[src/common/bwecc_defines.svh]
// offsets, field positions, opcodes and reset values of the wrap and ecc status registers
`ifndef BWECC_DEFINES_SVH
`define BWECC_DEFINES_SVH

// command opcodes seen on the command port
`define BWECC_OP_REG_READ     8'h65
`define BWECC_OP_REG_WRITE    8'h71
`define BWECC_OP_BURST_LEN    8'hc0
`define BWECC_OP_ECC_READ_A   8'h18
`define BWECC_OP_ECC_READ_B   8'h19
// quad i/o read and ddr quad i/o read opcodes
`define BWECC_OP_QUAD_IO_READ 8'heb
`define BWECC_OP_DDR_QIO_READ 8'hed

// register addresses used by the generic register commands
`define BWECC_ADDR_CFG_NV     32'h0000_0010
`define BWECC_ADDR_CFG_V      32'h0000_0011

// wrap configuration fields
`define BWECC_WRAP_DIS_BIT    4
`define BWECC_WLEN_MSB        1
`define BWECC_WLEN_LSB        0
`define BWECC_DRV_MSB         7
`define BWECC_DRV_LSB         5
`define BWECC_CFG_RESET       8'h10
`define BWECC_CFG_WMASK       8'hf3

// wrap lengths in bytes
`define BWECC_WRAP_8          8'h08
`define BWECC_WRAP_16         8'h10
`define BWECC_WRAP_32         8'h20
`define BWECC_WRAP_64         8'h40

// ecc status fields
`define BWECC_ECC_CODE_BIT    2
`define BWECC_ECC_DATA_BIT    1
`define BWECC_ECC_OFF_BIT     0
`define BWECC_ECC_RESET       8'h00

`endif

[src/common/bwecc_pkg.sv]
// types shared by the wrap configuration and ecc status block
package bwecc_pkg;
   typedef enum logic [1:0] {
      BWECC_ST_IDLE  = 2'b01,
      BWECC_ST_QUERY = 2'b10
   } bwecc_state_t;
endpackage

[src/hdl/bwecc_regs.sv]
// burst wrap configuration, drive strength select and ecc unit status registers
//
// Contract
// RULE1: wrap settings apply only to main array reads, never to register or otp reads.
// RULE2: power-on, hardware or software reset copies the non-volatile wrap config to volatile.
// RULE3: wrap, wrap length and drive strength follow the volatile copy in normal operation.
// RULE4: both copies are read by opcode 65h and written by opcode 71h.
// RULE5: the burst length command C0h writes the volatile copy and leaves the non-volatile one.
// RULE6: bit 4 is 0 for wrapped and 1 for sequential reads, non-volatile default 1.
// RULE7: wrap enable affects only the quad i/o read and ddr quad i/o read commands.
// RULE8: bits 1:0 give wrap length 8, 16, 32 or 64 bytes with matching alignment, default 00.
// RULE9: bits 7:5 pick one of eight drive strengths; non-volatile default 000 sets boot strength.
// RULE10: an ecc read (18h or 19h) with a unit address returns that unit's 8-bit status.
// RULE11: ecc status is volatile, read only, hardware set, bits 2:0 default to 0.
// RULE12: ecc status bit 2 is 1 when a single-bit error was corrected in the unit's check code.
// RULE13: ecc status bit 1 is 1 when a single-bit error was corrected in the unit's data.
// RULE14: ecc status bit 0 is 1 when correction is disabled for the unit, 0 when enabled.
// RULE15: the host ignores ecc status bits 7:3, which may read as anything.
// RULE16: a wrapped read runs sequentially and returns to the start of its aligned block.
`timescale 1ns/1ps
`include "bwecc_defines.svh"

module bwecc_regs #(
   parameter int ADDR_W = 32
) (
   input  wire  logic                 ref_clk,
   input  wire  logic                 resetn,
   input  wire  logic                 sw_reset,
   input  wire  logic                 hw_reset_pin_n,
   input  wire  logic                 cmd_valid,
   input  wire  logic [7:0]           cmd_opcode,
   input  wire  logic [ADDR_W-1:0]    cmd_addr,
   input  wire  logic [7:0]           cmd_wdata,
   input  wire  logic                 rd_start,
   input  wire  logic [7:0]           rd_opcode,
   input  wire  logic                 rd_main_array,
   input  wire  logic [ADDR_W-1:0]    rd_addr,
   input  wire  logic                 rd_next,
   input  wire  logic                 ecc_code_fixed,
   input  wire  logic                 ecc_data_fixed,
   input  wire  logic                 ecc_disabled_in,
   output logic                       cmd_busy,
   output logic                       rsp_valid,
   output logic [7:0]                 rsp_data,
   output logic                       ecc_query,
   output logic [ADDR_W-1:0]          ecc_unit_sel,
   output logic [ADDR_W-1:0]          rd_byte_addr,
   output logic                       rd_wrapping,
   output logic [2:0]                 drive_strength_select,
   output logic [2:0]                 boot_drive_strength
);
   import bwecc_pkg::*;

   // mask of the low address bits that stay inside one wrap block
   function automatic logic [ADDR_W-1:0] wrap_mask(input logic [1:0] wl);
      logic [7:0] bytes;
      case (wl)
         2'b00:   bytes = `BWECC_WRAP_8;
         2'b01:   bytes = `BWECC_WRAP_16;
         2'b10:   bytes = `BWECC_WRAP_32;
         default: bytes = `BWECC_WRAP_64;
      endcase
      wrap_mask = ADDR_W'(bytes - 8'h01);
   endfunction

   function automatic logic [ADDR_W-1:0] next_addr(input logic [ADDR_W-1:0] a,
                                                   input logic              wrap,
                                                   input logic [1:0]        wl);
      logic [ADDR_W-1:0] m;
      logic [ADDR_W-1:0] inc;
      m   = wrap_mask(wl);
      inc = a + ADDR_W'(1);
      next_addr = wrap ? ((a & ~m) | (inc & m)) : inc;
   endfunction

   logic [7:0]        cfg_nv_reg;
   logic [7:0]        cfg_nv_next;
   logic [7:0]        cfg_v_reg;
   logic [7:0]        cfg_v_next;
   logic [7:0]        ecc_status_reg;
   logic [2:0]        hw_sync_reg;
   logic              hw_active_reg;
   bwecc_state_t      state_reg;
   bwecc_state_t      state_next;
   logic              rsp_valid_reg;
   logic              rsp_valid_next;
   logic [7:0]        rsp_data_reg;
   logic [7:0]        rsp_data_next;
   logic              ecc_query_reg;
   logic [ADDR_W-1:0] ecc_unit_sel_reg;
   logic [ADDR_W-1:0] rd_byte_addr_reg;
   logic [ADDR_W-1:0] rd_byte_addr_next;
   logic              rd_wrapping_reg;
   logic              rd_wrapping_next;
   logic [1:0]        rd_wlen_reg;
   logic [1:0]        rd_wlen_next;

   // hardware reset pin level is only trusted once the second and third stages agree
   wire hw_agree      = (hw_sync_reg[1] == hw_sync_reg[2]);
   wire reload_req    = sw_reset || hw_active_reg; // [RULE2]

   // commands are refused while an ecc query is in flight
   wire cmd_ok     = cmd_valid && (state_reg == BWECC_ST_IDLE);
   wire hit_nv     = (cmd_addr == ADDR_W'(`BWECC_ADDR_CFG_NV));
   wire hit_v      = (cmd_addr == ADDR_W'(`BWECC_ADDR_CFG_V));
   wire take_rd    = cmd_ok && (cmd_opcode == `BWECC_OP_REG_READ);
   wire take_wr    = cmd_ok && (cmd_opcode == `BWECC_OP_REG_WRITE);
   wire take_sbl   = cmd_ok && (cmd_opcode == `BWECC_OP_BURST_LEN);
   wire take_ecc   = cmd_ok && ((cmd_opcode == `BWECC_OP_ECC_READ_A) ||
                                (cmd_opcode == `BWECC_OP_ECC_READ_B));
   wire [7:0] wdata_m = cmd_wdata & `BWECC_CFG_WMASK;
   wire [7:0] reg_rdata = hit_nv ? cfg_nv_reg : (hit_v ? cfg_v_reg : 8'h00); // [RULE4]
   wire [7:0] ecc_flags = {5'h00, ecc_code_fixed, ecc_data_fixed,
                           ecc_disabled_in}; // [RULE12] [RULE13] [RULE14]

   // only quad i/o reads of the main array may wrap
   wire quad_op   = (rd_opcode == `BWECC_OP_QUAD_IO_READ) ||
                    (rd_opcode == `BWECC_OP_DDR_QIO_READ); // [RULE7]
   wire wrap_sel  = rd_main_array && quad_op &&
                    !cfg_v_reg[`BWECC_WRAP_DIS_BIT]; // [RULE1] [RULE3] [RULE6]

   assign cfg_nv_next = (take_wr && hit_nv) ? wdata_m : cfg_nv_reg; // [RULE4]
   assign cfg_v_next  = reload_req ? cfg_nv_reg : // [RULE2]
                        ((take_wr && hit_v) || take_sbl) ? wdata_m : cfg_v_reg; // [RULE4] [RULE5]

   // one query cycle follows each accepted ecc read
   always_comb begin
      state_next = BWECC_ST_IDLE;
      case (state_reg)
         BWECC_ST_IDLE: begin
            if (take_ecc) begin
               state_next = BWECC_ST_QUERY;
            end
         end
         BWECC_ST_QUERY: begin
            state_next = BWECC_ST_IDLE;
         end
         default: begin
            state_next = BWECC_ST_IDLE;
         end
      endcase
   end

   assign rsp_valid_next = take_rd || (state_reg == BWECC_ST_QUERY);
   assign rsp_data_next  = (state_reg == BWECC_ST_QUERY) ? ecc_flags : reg_rdata; // [RULE10]

   assign rd_wrapping_next  = rd_start ? wrap_sel : rd_wrapping_reg;
   assign rd_wlen_next      = rd_start ? cfg_v_reg[`BWECC_WLEN_MSB:`BWECC_WLEN_LSB] : // [RULE8]
                              rd_wlen_reg;
   assign rd_byte_addr_next = rd_start ? rd_addr :
                              rd_next ? next_addr(rd_byte_addr_reg, rd_wrapping_reg, rd_wlen_reg) :
                              rd_byte_addr_reg; // [RULE16]

   always_ff @(posedge ref_clk) begin
      if (!resetn) begin
         hw_sync_reg   <= 3'h7;
         hw_active_reg <= 1'b0;
      end else begin
         hw_sync_reg <= {hw_sync_reg[1:0], hw_reset_pin_n};
         // a level change only counts once the last two stages agree
         if (hw_agree) begin
            hw_active_reg <= !hw_sync_reg[2];
         end
      end
   end

   always_ff @(posedge ref_clk) begin
      if (!resetn) begin
         cfg_nv_reg <= `BWECC_CFG_RESET; // [RULE6] [RULE8] [RULE9]
         cfg_v_reg  <= `BWECC_CFG_RESET; // [RULE2]
      end else begin
         cfg_nv_reg <= cfg_nv_next;
         cfg_v_reg  <= cfg_v_next;
      end
   end

   always_ff @(posedge ref_clk) begin
      if (!resetn) begin
         state_reg        <= BWECC_ST_IDLE;
         ecc_query_reg    <= 1'b0;
         ecc_unit_sel_reg <= '0;
         ecc_status_reg   <= `BWECC_ECC_RESET; // [RULE11]
         rsp_valid_reg    <= 1'b0;
         rsp_data_reg     <= 8'h00;
      end else begin
         state_reg      <= state_next;
         ecc_query_reg  <= take_ecc;
         rsp_valid_reg  <= rsp_valid_next;
         rsp_data_reg   <= rsp_data_next;
         if (take_ecc) begin
            ecc_unit_sel_reg <= cmd_addr;
         end
         if (state_reg == BWECC_ST_QUERY) begin
            ecc_status_reg <= ecc_flags; // [RULE11]
         end
      end
   end

   always_ff @(posedge ref_clk) begin
      if (!resetn) begin
         rd_byte_addr_reg <= '0;
         rd_wrapping_reg  <= 1'b0;
         rd_wlen_reg      <= 2'b00;
      end else begin
         rd_byte_addr_reg <= rd_byte_addr_next;
         rd_wrapping_reg  <= rd_wrapping_next;
         rd_wlen_reg      <= rd_wlen_next;
      end
   end

   assign cmd_busy              = ecc_query_reg;
   assign rsp_valid             = rsp_valid_reg;
   assign rsp_data              = rsp_data_reg;
   assign ecc_query             = ecc_query_reg;
   assign ecc_unit_sel          = ecc_unit_sel_reg;
   assign rd_byte_addr          = rd_byte_addr_reg;
   assign rd_wrapping           = rd_wrapping_reg;
   assign drive_strength_select = cfg_v_reg[`BWECC_DRV_MSB:`BWECC_DRV_LSB]; // [RULE3] [RULE9]
   assign boot_drive_strength   = cfg_nv_reg[`BWECC_DRV_MSB:`BWECC_DRV_LSB]; // [RULE9]
endmodule

[config.mk]
export PLATFORM = sky130hd
export DESIGN_NAME = bwecc_regs
export DESIGN_NICKNAME = d
export VERILOG_FILES = /design/src/common/bwecc_pkg.sv /design/src/hdl/bwecc_regs.sv
export VERILOG_INCLUDE_DIRS = /design/src /design/src/common
export SDC_FILE = /design/constraint.sdc
export NUM_CORES = 1
export LEC_CHECK = 0
export BUFFER_PORTS_ARGS = -buffer_cell sky130_fd_sc_hd__buf_2
export CAP_MARGIN = 10
export CORE_UTILIZATION = 49
export CTS_CLUSTER_SIZE = 40
export DETAILED_ROUTE_END_ITERATION = 8
export PLACE_DENSITY = 0.77
export SYNTH_ARGS = -nofsm -noshare
export SYNTH_HDL_FRONTEND = slang
export SYNTH_SLANG_ARGS = --single-unit
[constraint.sdc]
create_clock -name ref_clk -period 2.15 [get_ports ref_clk]
set_input_delay 0.215 -clock ref_clk [delete_from_list [all_inputs] [get_ports ref_clk]]
set_output_delay 0.215 -clock ref_clk [all_outputs]
set_load 0.05 [all_outputs]
==> results.json <==
{
  "cts_htree_levels": 3,
  "cp.required_ns": 2.41,
  "finalMaxSlewViolations": 0,
  "dp_hpwl_um": 8830,
  "hp-start": "hw_reset_pin_n",
  "pin_count": 181,
  "gp_congestion": 0.841,
  "post_cts_buffers": 0,
  "power.internal_mw": 2.44,
  "clk_path_buf_depth": 2,
  "finalSetupTns_ns": 0,
  "total_power_mw": 3.56,
  "start_util": 0.510,
  "clk_pin_slew_ns": 0.09,
  "vias": 4367,
  "mostFrequentLayoutCell": "buf_2",
  "drtPass1Iterations": 8,
  "grt_antenna_before_repair": 0,
  "cap_violations": 0,
  "fillers": 767,
  "syn-num-nets": 611,
  "dieArea_sq_um": 9560,
  "clock_skew_ns": 0.0102,
  "synth_edf_count": 0,
  "grt_max_degree": 43,
  "cts-resized-gates": 0,
  "clkSinkCount": 94,
  "end_kind": "flip-flop",
  "postCtsHoldBufs": 0,
  "p_leak_nw": 2.78,
  "setup_violations": 0,
  "syn2layout_area_growth_pct": 25.7,
  "fp.dieH_um": 97.8,
  "p_sw_mw": 1.12,
  "wl_um": 11900,
  "switching_share": 0.315,
  "ys.flop_type": "dfxtp_1",
  "status": "finished, violations left",
  "wl_per_cell_um": 15.1,
  "die_w_um": 97.8,
  "cts_root_buf": "clkbuf_8",
  "final-hold-violation-count": 0,
  "drc": 16,
  "cp_max_fo": 6,
  "core-area_sq_um": 8810,
  "cts_inserted_buffers": 9,
  "combPwrFrac": 0.157,
  "relSlewSlack": 0.680,
  "rsz0062_at_grt": "no",
  "syn_inst": 510,
  "drtIter0Drc": 211,
  "vias_per_cell": 5.54,
  "cp-start-kind": "flip-flop",
  "fin_nets": 776,
  "holdPathEnd": "hw_sync_reg[0]$_SDFF_PN1_",
  "path_class": "reg -> reg",
  "synth-seq-cells": 94,
  "rrSetupSlack_ns": 0.14,
  "synth_top_area_frac": 0.419,
  "p_clk_frac": 0.320,
  "async_reset_ff_frac": 0,
  "violations": "design-rule violations",
  "rows": 34,
  "grt_overflow_total": 0,
  "whs_path_depth": 2,
  "fmax_ghz": 0.499,
  "tightest_slew_ns": 0.468,
  "layout-drive-gt1-share": 0.329,
  "pwr-share-seq": 0.523,
  "worstPathArrival_ns": 2.26,
  "grt_pass1_vias": 4033,
  "period_share": 0.933,
  "antenna_left": 0,
  "ys_types": 59,
  "yosysWarnings": 0,
  "syn_area_sq_um": 4490,
  "mostFrequentLayoutCells": "buf_2, dfxtp_1, nor2_1",
  "cts_tree": "yes",
  "p_per_area_nw_per_um2": 630,
  "n_antenna_cell": 0,
  "worst-r2r-cell-count": 6,
  "yosysTopAreaCell": "dfxtp_1",
  "syn_area_per_cell_sq_um": 8.81,
  "period_minus_slack_ns": 2.01,
  "timing.rr.start": "rd_byte_addr[0]$_SDFFE_PN0P_",
  "yosys-top-cells-area": "dfxtp_1, mux2i_1, nor2_1",
  "gr-usage-all-layers": 0.247,
  "peakVddDrop_mv": 0.335,
  "ys_seq_area_frac": 0.419,
  "hold_path_class": "in -> reg",
  "grt_pass1_wl_um": 19200,
  "io_buffers": 177,
  "insertion_delay_ns": 0.36
}
==> critical path, cell delays in order, from the launching register on <==
cell	delay, ns
dfxtp_2	0.39
ha_1	0.18
nand4_1	0.18
nor4_4	0.42
nand2b_2	0.16
or3_1	0.33
a32o_1	0.26
==> synthesized netlist by cell type, types with 2 or more instances <==
| library cell | number |
|---|---|
| nand4b_1 | 2 |
| nor2b_1 | 5 |
| o22ai_1 | 2 |
| xnor2_1 | 14 |
| nor4bb_1 | 2 |
| buf_2 | 7 |
| xor2_1 | 5 |
| nand4_1 | 8 |
| nor4_1 | 11 |
| or3_1 | 2 |
| nand2_1 | 37 |
| o21ai_0 | 23 |
| o311a_1 | 5 |
| a211oi_1 | 8 |
| nor2_1 | 74 |
| nor3_2 | 2 |
| clkbuf_1 | 18 |
| nand3_1 | 22 |
| o211ai_1 | 4 |
| buf_1 | 3 |
| nor4_4 | 2 |
| nor3_1 | 8 |
| buf_4 | 9 |
| dfxtp_1 | 94 |
| inv_1 | 7 |
| ha_1 | 2 |
| and4_1 | 4 |
| and2_1 | 2 |
| nand2b_1 | 7 |
| o21bai_1 | 2 |
| nand4_2 | 2 |
| mux2i_1 | 58 |
| and3_1 | 7 |
| or4_1 | 4 |
| a21oi_1 | 23 |
| o21ai_1 | 2 |
==> layer usage <==
metal	track usage	up-vias	wire length, um
met4	0.0874	0	240
met5	0	-	0
met1	0.319	2054	5190
met2	0.409	148	5680
li1	-	2144	-
met3	0.0508	21	796
==> kinds of logic after synthesis <==
kind of cell               after synthesis  share of synthesized area
DFF                                     94                      0.419
AOI/OAI and AO/OA                       82                      0.116
xor gates and xnor gates                19                     0.0370
muxes                                   58                      0.129
buffers and inverters                   45                     0.0473
adders and majority gates                2                    0.00557
and+or+nand+nor                        209                      0.245
other                                    1                   0.000835
==> worst max-delay path by stage <==
| stage | start | end | cells past startpoint |
|---|---|---|---|
| final | rd_byte_addr[0]$_SDFFE_PN0P_ | flip-flop | 6 |
| after detailed placement | rd_byte_addr[0]$_SDFFE_PN0P_ | flip-flop | 6 |
| after global placement | cmd_addr[11] | rsp_data[1]$_SDFF_PN0_ | 5 |
| after global routing | rd_byte_addr[0]$_SDFFE_PN0P_ | flip-flop | 6 |
| after floorplan | flip-flop | flip-flop | 6 |
| after CTS | rd_byte_addr[0]$_SDFFE_PN0P_ | flip-flop | 6 |
==> power groups by stage <==
stage          Sequential, mW  Clock [mW]  Combinational [mW]
2_1_floorplan            2.04           0               0.217
3_3_place_gp             1.90           0               0.545
3_5_place_dp             1.90           0               0.555
4_1_cts                  1.86        1.16               0.557
5_1_grt                  1.87        1.24               0.599
6_report                 1.86        1.14               0.557
==> final cells by class <==
cell class,count,area [sq um],area share
clock buffers,9,124,0.0219
clock inverters,7,62.6,0.0111
inverters,7,26.3,0.00465
multi-input cells,371,2400,0.426
flip-flops and latches,94,1880,0.334
well taps,108,135,0.0239
repair buffers,192,1010,0.179
==> stage by stage <==
step           worst slack [ns]  instances  hold WS, ns   util  instance area (sq um)
2_1_floorplan            0.0258        510        0.316      -                   4500
4_1_cts                   0.154        788       0.0170  0.641                   5650
3_5_place_dp              0.164        772        0.400  0.620                   5460
5_1_grt                  0.0359        788       0.0241  0.641                   5650
3_3_place_gp              0.211        772        0.391  0.620                   5460
6_report                  0.144        788       0.0305  0.641                   5650
Power figures use the tool's default switching activity.
